`config.mk`:
```
export PLATFORM = sky130hd
export DESIGN_NAME = watchdog_and_reset_flags
export DESIGN_NICKNAME = d
export VERILOG_FILES = /design/src/wdt_pkg.sv /design/src/watchdog_and_reset_flags.sv
export VERILOG_INCLUDE_DIRS = /design/src
export SDC_FILE = /design/constraint.sdc
export NUM_CORES = 1
export LEC_CHECK = 0
export ABC_AREA = 0
export BUFFER_PORTS_ARGS = -buffer_cell sky130_fd_sc_hd__clkbuf_2
export CAP_MARGIN = 0
export CORE_ASPECT_RATIO = 0.6
export CORE_MARGIN = 5
export CORE_UTILIZATION = 51
export DETAILED_ROUTE_END_ITERATION = 8
export PLACE_DENSITY_LB_ADDON = 0.2
export SKIP_LAST_GASP = 1
export SLEW_MARGIN = 5
export SYNTH_ARGS = -nofsm -noshare
export SYNTH_HDL_FRONTEND = slang
export SYNTH_SLANG_ARGS = --single-unit
```
`constraint.sdc`:
```
create_clock -name clk_sys -period 2.3 [get_ports clk_sys]
set_input_delay 0 -clock clk_sys [delete_from_list [all_inputs] [get_ports clk_sys]]
set_output_delay 0 -clock clk_sys [all_outputs]
set_load 0.005 [all_outputs]
```
`src/wdt_map.svh`:
```
// register map, field positions, reset values and timing figures
// assumes a 40 MHz system clock and 32-bit AHB-Lite data
`ifndef WDT_MAP_SVH
`define WDT_MAP_SVH

`define ADDR_LSB_MSB 7
`define CTRL_ADDR 8'h00
`define CAUSE_ADDR 8'h04
`define STATUS_ADDR 8'h08

`define CTRL_RESET 8'h53
`define KEY_MSB 7
`define KEY_LSB 3
`define SEL_MSB 2
`define SEL_LSB 0
`define KEY_PATTERN_A 5'h0a
`define KEY_PATTERN_B 5'h15
`define PERIOD_EXP_0 8
`define PERIOD_EXP_1 10
`define PERIOD_EXP_2 12
`define PERIOD_EXP_3 14
`define PERIOD_EXP_4 15
`define PERIOD_EXP_5 16
`define PERIOD_EXP_6 17
`define PERIOD_EXP_7 18

`define KEY_FLAG_BIT 0
`define BROWN_FLAG_BIT 2
`define TIMEOUT_BIT 0
`define POWERDOWN_BIT 1
`define SLEEP_BIT 2
`define KEY_WAIT_BIT 3

`define HTRANS_NONSEQ 2'h2
`define HSIZE_WORD 3'h2
`define HRESP_OKAY 1'h0

`define CLK_MHZ 40
`define KEY_RESET_DELAY_NS 1000
`define BROWNOUT_QUALIFY_NS 120000
`define WDT_COUNT_WIDTH 18

`endif

```
`src/wdt_pkg.sv`:
```
// types shared by the watchdog and reset-flag block
// assumes the map header supplies all numeric constants
package wdt_pkg;

  // strobes and levels from the cpu core, same clock
  typedef struct packed {
    logic clear_instr;
    logic halt_instr;
    logic sleep_idle;
  } core_event_type;

  // reset requests towards the core
  typedef struct packed {
    logic device_reset;
    logic pc_sp_clear;
  } reset_out_type;

  typedef enum logic [0:0] {
    KEY_OK = 1'b0,
    KEY_WAIT = 1'b1
  } key_state_type;

endpackage : wdt_pkg
```
`src/watchdog_and_reset_flags.sv`:
```
// watchdog timer with keyed enable, period select and reset-cause flags
// assumes: core events arrive on clk_sys; slow oscillator and low-supply
// indication are pins, synchronised here; rstn is the power-on reset
//
// The placing of the registers and the AHB-Lite slave port were decided locally.
`timescale 1ns/1ps
`include "wdt_map.svh"

module watchdog_and_reset_flags
  import wdt_pkg::*;
#(
  parameter int PORT_WIDTH = 8,
  parameter int BROWNOUT_QUALIFY_CYCLES =
    (`BROWNOUT_QUALIFY_NS * `CLK_MHZ + 999) / 1000
)
(
  // clock, reset, enable
  input wire logic clk_sys,
  input wire logic rstn,
  input wire logic ce,
  // ahb-lite slave
  input wire logic hsel,
  input wire logic [31:0] haddr,
  input wire logic [1:0] htrans,
  input wire logic hwrite,
  input wire logic [2:0] hsize,
  input wire logic [31:0] hwdata,
  input wire logic hready,
  output logic hreadyout,
  output logic [31:0] hrdata,
  output logic hresp,
  // pins
  input wire logic slow_internal_osc,
  input wire logic low_supply,
  // cpu core
  input core_event_type core_event,
  output reset_out_type reset_out,
  output logic [PORT_WIDTH-1:0] port_data,
  output logic [PORT_WIDTH-1:0] port_dir
);

  localparam int KEY_DELAY_CYCLES =
    (`KEY_RESET_DELAY_NS * `CLK_MHZ + 999) / 1000;
  localparam int CW = `WDT_COUNT_WIDTH;
  localparam int BW = $clog2(BROWNOUT_QUALIFY_CYCLES + 1);
  localparam int KW = $clog2(KEY_DELAY_CYCLES + 1);

  logic [1:0] osc_sync;
  logic [1:0] low_sync;
  logic osc_prev;
  logic [1:0] next_osc_sync;
  logic [1:0] next_low_sync;
  logic next_osc_prev;
  logic slow_tick;
  always_comb
  begin
    next_osc_sync = {osc_sync[0], slow_internal_osc};
    next_low_sync = {low_sync[0], low_supply};
    next_osc_prev = osc_sync[1];
  end

  always_ff @(posedge clk_sys or negedge rstn)
  begin
    if (!rstn)
    begin
      osc_sync <= 2'h0;
      low_sync <= 2'h0;
      osc_prev <= 1'b0;
    end
    else if (ce)
    begin
      osc_sync <= next_osc_sync;
      low_sync <= next_low_sync;
      osc_prev <= next_osc_prev;
    end
  end
  // one tick per slow oscillator rising edge
  assign slow_tick = osc_sync[1] & ~osc_prev;

  logic wr_pend;
  logic [7:0] wr_addr;
  logic [31:0] next_hrdata;
  logic next_wr_pend;
  logic [7:0] next_wr_addr;
  logic addr_phase;
  logic [7:0] ctrl;
  logic key_flag;
  logic brown_flag;
  logic timeout_flag;
  logic powerdown_flag;
  key_state_type key_state;
  assign hreadyout = 1'h1;
  assign hresp = `HRESP_OKAY;
  assign addr_phase = hsel & hready & (htrans == `HTRANS_NONSEQ);

  always_comb
  begin
    next_wr_pend = addr_phase & hwrite & (hsize == `HSIZE_WORD);
    next_wr_addr = haddr[`ADDR_LSB_MSB:0];
    next_hrdata = hrdata;
    if (addr_phase && !hwrite)
    begin
      next_hrdata = 32'h0;
      case (haddr[`ADDR_LSB_MSB:0])
        `CTRL_ADDR: next_hrdata[7:0] = ctrl;
        `CAUSE_ADDR:
        begin
          next_hrdata[`KEY_FLAG_BIT] = key_flag;
          next_hrdata[`BROWN_FLAG_BIT] = brown_flag;
        end
        `STATUS_ADDR:
        begin
          next_hrdata[`TIMEOUT_BIT] = timeout_flag;
          next_hrdata[`POWERDOWN_BIT] = powerdown_flag;
          next_hrdata[`SLEEP_BIT] = core_event.sleep_idle;
          next_hrdata[`KEY_WAIT_BIT] = key_state;
        end
        default: next_hrdata = 32'h0;
      endcase
    end
  end

  always_ff @(posedge clk_sys or negedge rstn)
  begin
    if (!rstn)
    begin
      wr_pend <= 1'b0;
      wr_addr <= 8'h0;
      hrdata <= 32'h0;
    end
    else if (ce)
    begin
      wr_pend <= next_wr_pend;
      wr_addr <= next_wr_addr;
      hrdata <= next_hrdata;
    end
  end

  logic ctrl_wr;
  logic cause_wr;
  assign ctrl_wr = wr_pend & (wr_addr == `CTRL_ADDR);
  assign cause_wr = wr_pend & (wr_addr == `CAUSE_ADDR);
  logic [4:0] key;
  logic key_valid;
  logic [KW-1:0] key_cnt;
  logic [BW-1:0] brown_cnt;
  logic brown_armed;
  logic [CW-1:0] wdt_cnt;
  logic [CW-1:0] period_mask;
  logic overflow;
  logic key_fire;
  logic brown_fire;
  logic wdt_full;
  logic full_reset;
  key_state_type next_key_state;
  logic [KW-1:0] next_key_cnt;
  logic [BW-1:0] next_brown_cnt;
  logic next_brown_armed;
  logic [CW-1:0] next_wdt_cnt;
  assign key = ctrl[`KEY_MSB:`KEY_LSB];
  assign key_valid = (key == `KEY_PATTERN_A) || (key == `KEY_PATTERN_B);

  // division ratio per period select
  always_comb
  begin
    case (ctrl[`SEL_MSB:`SEL_LSB])
      3'h0: period_mask = CW'((1 << `PERIOD_EXP_0) - 1);
      3'h1: period_mask = CW'((1 << `PERIOD_EXP_1) - 1);
      3'h2: period_mask = CW'((1 << `PERIOD_EXP_2) - 1);
      3'h3: period_mask = CW'((1 << `PERIOD_EXP_3) - 1);
      3'h4: period_mask = CW'((1 << `PERIOD_EXP_4) - 1);
      3'h5: period_mask = CW'((1 << `PERIOD_EXP_5) - 1);
      3'h6: period_mask = CW'((1 << `PERIOD_EXP_6) - 1);
      3'h7: period_mask = CW'((1 << `PERIOD_EXP_7) - 1);
      default: period_mask = CW'((1 << `PERIOD_EXP_7) - 1);
    endcase
  end

  // last slow tick before the selected bit rolls over
  assign overflow = key_valid && slow_tick && ((wdt_cnt & period_mask) == period_mask);
  assign key_fire = (key_state == KEY_WAIT) && (key_cnt == KW'(KEY_DELAY_CYCLES - 1));
  assign brown_fire = brown_armed && low_sync[1] && !core_event.sleep_idle
    && (brown_cnt == BW'(BROWNOUT_QUALIFY_CYCLES - 1));
  assign wdt_full = overflow && !core_event.sleep_idle;
  assign full_reset = key_fire || brown_fire || wdt_full;
  always_comb
  begin
    next_key_state = key_state;
    next_key_cnt = key_cnt;
    case (key_state)
      KEY_OK:
      begin
        next_key_cnt = '0;
        if (!key_valid)
          next_key_state = KEY_WAIT;
      end
      KEY_WAIT:
      begin
        next_key_cnt = key_cnt + 1'b1;
        if (key_fire || full_reset)
          next_key_state = KEY_OK;
      end
      default: next_key_state = KEY_OK;
    endcase
    // low supply must persist; shorter dips restart the count
    next_brown_cnt = '0;
    next_brown_armed = brown_armed;
    if (!low_sync[1])
      next_brown_armed = 1'b1;
    else if (brown_fire)
      next_brown_armed = 1'b0;
    if (low_sync[1] && brown_armed && !core_event.sleep_idle && !brown_fire)
      next_brown_cnt = brown_cnt + 1'h1;
    next_wdt_cnt = wdt_cnt;
    if (slow_tick)
      next_wdt_cnt = wdt_cnt + 1'b1;
    if (!key_valid || core_event.clear_instr || core_event.halt_instr || full_reset || overflow)
      next_wdt_cnt = '0;
  end

  always_ff @(posedge clk_sys or negedge rstn)
  begin
    if (!rstn)
    begin
      key_state <= KEY_OK;
      key_cnt <= '0;
      brown_cnt <= '0;
      brown_armed <= 1'b1;
      wdt_cnt <= '0;
    end
    else if (ce)
    begin
      key_state <= next_key_state;
      key_cnt <= next_key_cnt;
      brown_cnt <= next_brown_cnt;
      brown_armed <= next_brown_armed;
      wdt_cnt <= next_wdt_cnt;
    end
  end

  logic [7:0] next_ctrl;
  logic next_key_flag;
  logic next_brown_flag;
  logic next_timeout_flag;
  logic next_powerdown_flag;
  reset_out_type next_reset_out;
  logic [PORT_WIDTH-1:0] next_port_data;
  logic [PORT_WIDTH-1:0] next_port_dir;
  always_comb
  begin
    next_ctrl = ctrl;
    if (ctrl_wr)
      next_ctrl = hwdata[7:0];
    if (full_reset)
      next_ctrl = `CTRL_RESET;
    // firmware can only clear; a same-cycle hardware set wins
    next_key_flag = key_flag;
    next_brown_flag = brown_flag;
    if (cause_wr)
    begin
      next_key_flag = key_flag & hwdata[`KEY_FLAG_BIT];
      next_brown_flag = brown_flag & hwdata[`BROWN_FLAG_BIT];
    end
    if (key_fire)
      next_key_flag = 1'b1;
    if (brown_fire)
      next_brown_flag = 1'h1;
    next_timeout_flag = timeout_flag;
    next_powerdown_flag = powerdown_flag;
    if (core_event.clear_instr)
      next_powerdown_flag = 1'b0;
    if (core_event.halt_instr)
    begin
      next_powerdown_flag = 1'b1;
      next_timeout_flag = 1'b0;
    end
    if (overflow)
      next_timeout_flag = 1'h1;
    next_reset_out.device_reset = full_reset;
    next_reset_out.pc_sp_clear = full_reset || overflow;
    next_port_data = port_data;
    next_port_dir = port_dir;
    if (full_reset)
    begin
      next_port_data = '1;
      next_port_dir = '1;
    end
  end

  always_ff @(posedge clk_sys or negedge rstn)
  begin
    if (!rstn)
    begin
      ctrl <= `CTRL_RESET;
      key_flag <= 1'b0;
      brown_flag <= 1'b0;
      timeout_flag <= 1'b0;
      powerdown_flag <= 1'b0;
      reset_out <= '{device_reset: 1'b1, pc_sp_clear: 1'b1};
      port_data <= '1;
      port_dir <= '1;
    end
    else if (ce)
    begin
      ctrl <= next_ctrl;
      key_flag <= next_key_flag;
      brown_flag <= next_brown_flag;
      timeout_flag <= next_timeout_flag;
      powerdown_flag <= next_powerdown_flag;
      reset_out <= next_reset_out;
      port_data <= next_port_data;
      port_dir <= next_port_dir;
    end
  end

endmodule : watchdog_and_reset_flags

```
==> results of run 1 <==
-- routing by layer --
| layer | track usage [%] | up-vias |
|---|---|---|
| met4 | 6.298 | 0 |
| met5 | 0 | - |
| met2 | 26.23 | 131 |
| met3 | 5.523 | 8 |
| li1 | - | 1428 |
| met1 | 29.36 | 1417 |
-- critical path, stage by stage (launching register included) --
cell,delay (ps)
dfstp_2,570
nor4bb_1,330
mux2_2,300
nand3_1,130
nor3_1,250
o21a_1,170
buf_4,210
nor2_1,80
-- stage by stage --
stage	std cells	total power [mW]	cell area (sq um)	util, %
2_1_floorplan	435	1.752	4078	-
3_3_place_gp	539	1.818	4170	56.45
3_5_place_dp	539	1.838	4170	56.45
4_1_cts	577	3.300	4693	63.53
5_1_grt	577	3.429	4708	63.74
6_report	577	3.268	4708	63.74
-- synth_stat cells (all sizes together) (2+ instances only) --
cell    instances
nand2          37
nor4            4
xor2            9
mux2i          10
nor2b           3
or3             4
a22o           12
ha              3
mux2           14
nand4           6
and3b           2
nor4bb          4
a21oi           8
nand3          16
nor2           41
inv            10
o21ai          29
nand3b          2
buf            45
or2             3
nand2b          3
or4             3
dfstp           7
nor3            5
dfrtp          68
xnor2          13
and2            2
clkbuf          8
and3            8
conb            2
-- sequential cells by signal, summed over array words and instances, names as in the netlist --
name / count
wdt_cnt: 18
brown_cnt: 13
ctrl: 8
hrdata: 8
wr_addr: 8
key_cnt: 6
low_sync: 2
osc_sync: 2
reset_out: 2
brown_armed: 1
brown_flag: 1
key_flag: 1
key_state: 1
osc_prev: 1
powerdown_flag: 1
timeout_flag: 1
wr_pend: 1
-- final timing paths --
path,slack (ps),depth (start not counted),from,end
max reg2reg,140,7,ctrl[4],wdt_cnt[11]
min reg2reg,470,1,low_sync[1],brown_armed
max,140,7,ctrl[4],wdt_cnt[11]
min in group asynchronous,240,3,rstn,wdt_cnt[9]
min,30,3,core_event[0],brown_armed
max in group asynchronous,1730,3,rstn,ctrl[4]
-- logic make-up after synthesis --
logic type	share of synthesized area (%)
and+or+nand+nor	19.72
DFF	48.01
buffers and inverters	10.07
AOI/OAI and AO/OA	9.590
muxes	6.563
xor gates and xnor gates	4.906
adders and majority gates	0.9558
other	0.1912
-- power breakdown --
group / switching [mW] / leakage (nW) / internal [mW] / total [mW]
Clock: 0.553 / 0.145 / 0.868 / 1.42
Sequential: 0.0795 / 0.967 / 1.41 / 1.49
Combinational: 0.190 / 1.05 / 0.167 / 0.357
Total: 0.822 / 2.16 / 2.45 / 3.27
-- timing repair --
item                                    CTS  global route
endpoints found under the hold margin    90             0
hold buffers                             22             0
endpoints found under the setup margin    0            17
gates resized for setup                   0             2
-- cell type report --
cell class | instances | share of cell area [%]
Clock buffer | 10 | 5.076
Inverter | 10 | 0.7972
Clock inverter | 6 | 1.355
Timing Repair Buffer | 75 | 11.48
Multi-Input combinational cell | 297 | 38.48
Sequential cell | 75 | 40.05
Tap cell | 104 | 2.764
==> impl_metrics.ini, run 1 <==
[run_status]
status = finished, final reports clean

[route]
topRoutingLayerUsed = met4
drtPass1Iterations = 5
via_count = 2984
wl_met1_mm = 4.014
postRouteAntennaNets = 0
routed_wl_mm = 8.541
drtIter0Drc = 264
drc_errors = 0
wl_met2_mm = 3.612
wl_per_cell_microns = 14.80
wl_met3_microns = 804
vias_per_cell = 5.172

[place]
hpwl_mm = 6.081
port_buffers = 41
place_congestion = 0.8454
pre_cts_ws_ps = 125.7

[critical_path]
critPathRequiredTime_ps = 2520
critPathKind = flip-flop to flip-flop
endpoint_kind = flip-flop
worst-path-max-fanout = 16
crit_arrival_ps = 2390
startpoint_type = flip-flop

[clock_tree]
cts.sinks = 75
insertion_delay_ps = 340
clockBufferDepth = 2
root_buffer = clkbuf_16
htree_levels = 3
cts_tree = yes
postCtsSetupBuffers = 0
clk_pin_slew_ps = 60
numCtsBuffers = 9

[layout]
drive_gt1_share_pct = 21.14
final-seq-area_sq_mm = 0.001886
nFillCells = 617
multi_input_area_sq_mm = 0.001812
antenna_cells_inserted = 0
syn_to_final_growth_pct = 19.88
final_common_cell = dfrtp_1
nets = 551
layout_common_cells = dfrtp_1, conb_1, nor2_1, clkbuf_2, nand2_1

[logic_synthesis]
synthTopCellsByArea = dfrtp_1, buf_4, dfstp_2
synth_seq_area_share_pct = 48.01
yosysTopAreaCellShare_pct = 43.33
synthCells = 395
ys_seq_elements = 75
synth_area_sq_mm = 0.003928
synth_area_per_cell_sq_um = 9.943
synthFlopType = dfrtp_1
synth_edf_count = 0
synth_area_leader_cell = dfrtp_1
ys_warn_count = 0
yosys.cell_types.count = 51
synthArstFlopShare_pct = 100.0

[sta]
maxSlewViolCount = 0
rsz0062_at_grt = no
fmax_ghz = 0.4620
fin_tns_setup_ps = 0
tightest_slew_ps = 657.1
max-slew-margin-rel_pct = 56.20
period_share_pct = 94.12
hold_violations = 0
finalSetupViolations = 0
skew_ps = 9.615
fin_crit_ps = 2165
setup_ws_ps = 135.3
hold_slack_ps = 30.36

[die]
start_util_pct = 53.17
row_count = 24
fp.dieH_microns = 77.98
coreArea_sq_mm = 0.007387
ios = 132
die_x_microns = 123.3
die_area_sq_mm = 0.009614

[grt]
grt_overflow = 0
grt_pass1_wl_mm = 14.29
grt_start_max_net_pins = 76
globalRouteTotalUtil_pct = 19.32
grt_pass1_vias = 2823
antenna_found_initial = 0

[job]
drv_cap = 0

[power]
peakVddDrop_mv = 0.6274
p_leak_nw = 2.157
power_density_mw_per_mm2 = 694.1

[worst_hold_path]
hp-class = input port to flip-flop
No activity file was read; power rests on OpenSTA's default activity.
==> run 2, diff against run 1 <==
--- a/config.mk
+++ b/config.mk
@@ -6,12 +6,12 @@
 export SDC_FILE = /design/constraint.sdc
 export NUM_CORES = 1
 export LEC_CHECK = 0
-export ABC_AREA = 0
+export ABC_AREA = 1
 export BUFFER_PORTS_ARGS = -buffer_cell sky130_fd_sc_hd__clkbuf_2
 export CAP_MARGIN = 0
 export CORE_ASPECT_RATIO = 0.6
 export CORE_MARGIN = 5
-export CORE_UTILIZATION = 51
+export CORE_UTILIZATION = 52
 export DETAILED_ROUTE_END_ITERATION = 8
 export PLACE_DENSITY_LB_ADDON = 0.2
 export SKIP_LAST_GASP = 1
==> run 2 against run 1 <==
- power grew 4.7%
- sequential power is essentially flat
- clock skew shrank 2.8 ps
- count of clock-buffer cells in the layout grew 2
- hold slack lost 1.1 ps
- core utilization shrank 1.3 points
- via count grew 15%
- flip-flop and latch count is the same
- die area grew 3.9%
- synthesized cell count grew 33%
- first-iteration DRC count shrank 2.3%
- largest power group is now the clock network
==> impl_metrics.ini, run 2 <==
[route]
via_count = 3422
routed_wl_mm = 9.460
postRouteAntennaNets = 0
drtIter0Drc = 258
wl_per_cell_microns = 13.38
drc_errors = 0
drtPass1Iterations = 5
vias_per_cell = 4.840

[layout]
layout_common_cells = nand2_1, dfrtp_1, nor2_1, inv_1, conb_1
final-seq-area_sq_mm = 0.001886
nets = 677
final_common_cell = nand2_1
syn_to_final_growth_pct = 17.28
multi_input_area_sq_mm = 0.001869
drive_gt1_share_pct = 17.53
reg_top3 = wdt_cnt x18, brown_cnt x13
fin_area_sq_mm = 0.004900
nFillCells = 727
final_cells = 707
top_register = wdt_cnt
largest_register_ffs = 18
antenna_cells_inserted = 0

[critical_path]
startpoint_type = flip-flop
critPathRequiredTime_ps = 2510
cp_top_family = simple AND/OR/NAND/NOR gates
path_cells = ha_1 -> nand3_2 -> clkinv_1 -> nand3_2 -> nor2_2 -> nand3_2 -> nand3_2 -> nand2_2 -> inv_2 -> nor2_1
cp.depth = 10
crit_arrival_ps = 2070
reg2regPathDepth = 10
endpoint_kind = flip-flop
critPathKind = flip-flop to flip-flop
r2r_setup_slack_ps = 440
worst-path-max-fanout = 12
crit_slowest_cell = dfrtp_1
critPathMaxStageDelay_ps = 380
crit_top_cell = nand3_2
critPathBufInv = 2

[logic_synthesis]
synth_area_sq_mm = 0.004178
yosysTopAreaCellShare_pct = 40.73
synth_seq_area_share_pct = 45.13
synthArstFlopShare_pct = 100.0
ys_warn_count = 0
ys_seq_elements = 75
synthFlopType = dfrtp_1
yosysMostFrequentCell = nand2_1
synth_common_cells = nand2_1, dfrtp_1, nor2_1, inv_1, buf_4
yosys.cell_types.count = 37
synth_edf_count = 0
synth_area_per_cell_sq_um = 7.958
synth_area_leader_cell = dfrtp_1
synthCells = 525
synthTopCellsByArea = dfrtp_1, nand2_1, buf_4

[clock_tree]
htree_levels = 3
insertion_delay_ps = 330
clockBufferDepth = 2
numCtsBuffers = 9
cts_resized = 0
clk_pin_slew_ps = 60
cts_tree = yes
cts.sinks = 75
root_buffer = clkbuf_16

[place]
dp_cells = 668
port_buffers = 41
hpwl_mm = 6.868
place_congestion = 0.8404
pre_cts_ws_ps = 448.5
placed_area_sq_mm = 0.004340

[power]
power_density_mw_per_mm2 = 698.6
p_leak_nw = 2.434
peakVddDrop_mv = 0.4745
p_total_mw = 3.423

[job]
drv_cap = 0

[die]
fp.dieH_microns = 79.43
ios = 132
start_util_pct = 53.21
coreArea_sq_mm = 0.007851
die_x_microns = 125.7
die_area_sq_mm = 0.009986
row_count = 25

[sta]
max-slew-margin-rel_pct = 60.85
period_share_pct = 80.74
rsz0062_at_grt = no
fin_crit_ps = 1857
hold_violations = 0
fmax_ghz = 0.5385
finalSetupViolations = 0
maxSlewViolCount = 0
setup_ws_ps = 442.9
tightest_slew_ps = 581.8
skew_ps = 6.768
fin_tns_setup_ps = 0

[run_status]
status = finished, final reports clean

[grt]
grt_pass1_wl_mm = 15.77
antenna_found_initial = 0
grt_pass1_vias = 3260
grt_overflow = 0
globalRouteTotalUtil_pct = 20.09
grt_start_max_net_pins = 38

[worst_hold_path]
min_path_cells = 4
hp-class = input port to flip-flop
==> run 2: kinds of logic after synthesis <==
| logic type | synth area share (%) |
|---|---|
| xor+xnor | 3.774 |
| simple gates | 30.52 |
| compound gates | 5.780 |
| other cells | 0.1798 |
| fa+ha+maj | 0.8986 |
| buf+inv | 13.72 |
| flops | 45.13 |
==> run 2: repair_timing <==
action                                 4_1_cts  5_1_grt
endpoints found under the hold margin       40        0
hold buffers                                23        0
buffers inserted                             0        0
==> run 2: power by group <==
part	internal, mW	total [mW]	switching, mW
Combinational	0.150	0.378	0.228
Sequential	1.42	1.51	0.0883
Clock	1.01	1.53	0.526
Total	2.58	3.42	0.842
==> run 2: layer usage <==
metal | vias to the layer above | part of all wire [%] | track usage [%]
met4 | 0 | 1.0 | 6.926
li1 | 1714 | - | -
met3 | 10 | 7.7 | 6.016
met2 | 104 | 43 | 29.10
met5 | - | 0 | 0
met1 | 1594 | 48 | 28.77
==> run 2: cell type report <==
type                    instances  share of cell area, %
inverters                      50                  3.830
repair buffers                 70                  10.06
well taps                     108                  2.758
clock buffers                  12                  5.235
flip-flops and latches         75                  38.48
clock inverters                 4                  1.481
multi-input cells             388                  38.15
==> run 2: metrics by stage <==
step | hold slack, ps | util, %
6_report | 29.24 | 62.41
5_1_grt | 54.18 | 62.41
4_1_cts | 22.59 | 62.41
3_5_place_dp | -22.28 | 55.28
3_3_place_gp | -28.19 | 55.28
2_1_floorplan | -295.6 | -
==> run 2: path summary, 6_finish.rpt <==
kind	end	from
worst max-delay path	wdt_cnt[11]	wdt_cnt[0]
max in group asynchronous	reset_out[0]	rstn
min in group asynchronous	brown_cnt[8]	rstn
worst max register to register	wdt_cnt[11]	wdt_cnt[0]
worst min-delay path	hrdata[5]	hwrite
worst min register to register	key_cnt[5]	key_cnt[5]
==> run 2: tightest hold or removal path: cells and delay by family <==
kind                   cells  cell delay (ps)
AND/OR/NAND/NOR            3              210
buffers and inverters      1              120
==> run 3, diff against run 2 <==
==> constraint.sdc (replaced) <==
create_clock -name clk_sys -period 1.9 [get_ports clk_sys]
set_input_delay 0 -clock clk_sys [delete_from_list [all_inputs] [get_ports clk_sys]]
set_output_delay 0 -clock clk_sys [all_outputs]
set_load 0.005 [all_outputs]
==> run 3 against run 2 <==
- combinational power up 24%
- clock skew down 2.2 ps
- hold slack better by 1.7 ps
- non-clock buffer count up 5
- critical path depth unchanged
- sequential share of layout area about the same
- highest routed layer unchanged
==> impl_metrics.ini, run 3 (synthesis gave the netlist of run 2 again) <==
[critical_path]
startpoint_type = flip-flop
critPathRequiredTime_ps = 2130
critPathKind = flip-flop to flip-flop
crit_top_cell = nand3_2
crit_slowest_cell = dfrtp_1
crit_arrival_ps = 1990
endpoint_kind = flip-flop
worst-path-max-fanout = 4
path_cells = ha_1 -> nand3_2 -> clkinv_1 -> nand3_2 -> nor2_2 -> nand3_2 -> nand4_1 -> buf_4 -> nand3_1 -> nand2_1
critPathMaxStageDelay_ps = 390

[run_status]
status = finished, final reports clean

[route]
drc_errors = 0
drtIter0Drc = 225
vias_per_cell = 4.834
routed_wl_mm = 9.148
via_count = 3442
postRouteAntennaNets = 0
drtPass1Iterations = 4
wl_per_cell_microns = 12.85

[power]
p_total_mw = 3.850
peakVddDrop_mv = 0.4966
p_leak_nw = 2.443
power_density_mw_per_mm2 = 786.1

[layout]
syn_to_final_growth_pct = 17.22
antenna_cells_inserted = 0
fin_area_sq_mm = 0.004897
final_cells = 712
multi_input_area_sq_mm = 0.001874
layout_common_cells = nand2_1, dfrtp_1, nor2_1, inv_1, conb_1
final-seq-area_sq_mm = 0.001886
nets = 682
reg_top3 = wdt_cnt x18, brown_cnt x13
top_register = wdt_cnt
utilization_pct = 62.37
final_common_cell = nand2_1
largest_register_ffs = 18
nFillCells = 708
drive_gt1_share_pct = 18.54

[sta]
hold_violations = 0
fin_crit_ps = 1769
rsz0062_at_grt = no
period_share_pct = 93.09
maxSlewViolCount = 0
fin_tns_setup_ps = 0
fmax_ghz = 0.5654
finalSetupViolations = 0
skew_ps = 4.580

[die]
die_x_microns = 125.7
ios = 132
coreArea_sq_mm = 0.007851
row_count = 25
die_area_sq_mm = 0.009986
fp.dieH_microns = 79.43
start_util_pct = 53.21

[place]
place_congestion = 0.8726
dp_cells = 671
port_buffers = 41
hpwl_mm = 6.643
placed_area_sq_mm = 0.004375

[clock_tree]
clk_pin_slew_ps = 60
root_buffer = clkbuf_16
htree_levels = 3
cts_tree = yes
clockBufferDepth = 2
numCtsBuffers = 9
cts.sinks = 75
insertion_delay_ps = 330

[grt]
grt_pass1_wl_mm = 15.45
grt_overflow = 0
globalRouteTotalUtil_pct = 19.41
grt_start_max_net_pins = 71
antenna_found_initial = 0
grt_pass1_vias = 3214

[job]
drv_cap = 0

[worst_hold_path]
hp-class = input port to asynchronous set/reset pin
[run 3: timing repair]
item | 4_1_cts | 5_1_grt
endpoints found under the setup margin | 0 | 8
buffers inserted | 0 | 2
hold buffers | 23 | 0
endpoints found under the hold margin | 91 | 0
gates resized for setup | 0 | 2
[run 3: final timing paths]
check / start / end / slack [ps] / cells after the start
worst min register to register: reset_out[1] / reset_out[1] / 470 / 2
min in group clk_sys: hwrite / hrdata[5] / 30 / 4
worst max register to register: wdt_cnt[0] / wdt_cnt[8] / 130 / 10
max in group asynchronous: rstn / ctrl[4] / 1230 / 3
worst max-delay path: wdt_cnt[0] / wdt_cnt[8] / 130 / 10
worst min-delay path: rstn / brown_cnt[5] / 30 / 2
[run 3: report_power, final]
group / switching, mW / internal, mW
clock network: 0.639 / 0.912
logic: 0.278 / 0.192
registers: 0.105 / 1.72
total: 1.02 / 2.83
[run 3: worst max-delay path: cells and delay by family (launching register included)]
family | cells | cell delay, ps
and+or+nand+nor | 7 | 730
DFF | 1 | 390
adders and majority gates | 1 | 230
buffers and inverters | 2 | 310
[run 3: layer usage]
metal	vias to the layer above	part of all wire, %	track usage (%)	wire (microns)
li1	1728	-	-	-
met5	-	0	0	0
met2	90	42	28.20	3841
met4	0	0.82	4.870	75
met3	9	5.8	5.281	534
met1	1615	51	28.70	4697
[run 3: stage by stage]
step	hold WS [ps]	setup slack, ps
floorplan	-295.6	368.9
detailed placement	-154.9	156.1
global route	64.97	6.968
CTS	18.94	147.1
finish	30.92	131.3
global placement	-158.8	194.8
[run 3: layout make-up]
| type | instances | area share (%) |
|---|---|---|
| flip-flops and latches | 75 | 38.50 |
| repair buffers | 75 | 11.09 |
| clock buffers | 11 | 4.957 |
| clock inverters | 5 | 0.5876 |
| inverters | 50 | 3.832 |
| well taps | 108 | 2.759 |
| multi-input cells | 388 | 38.27 |
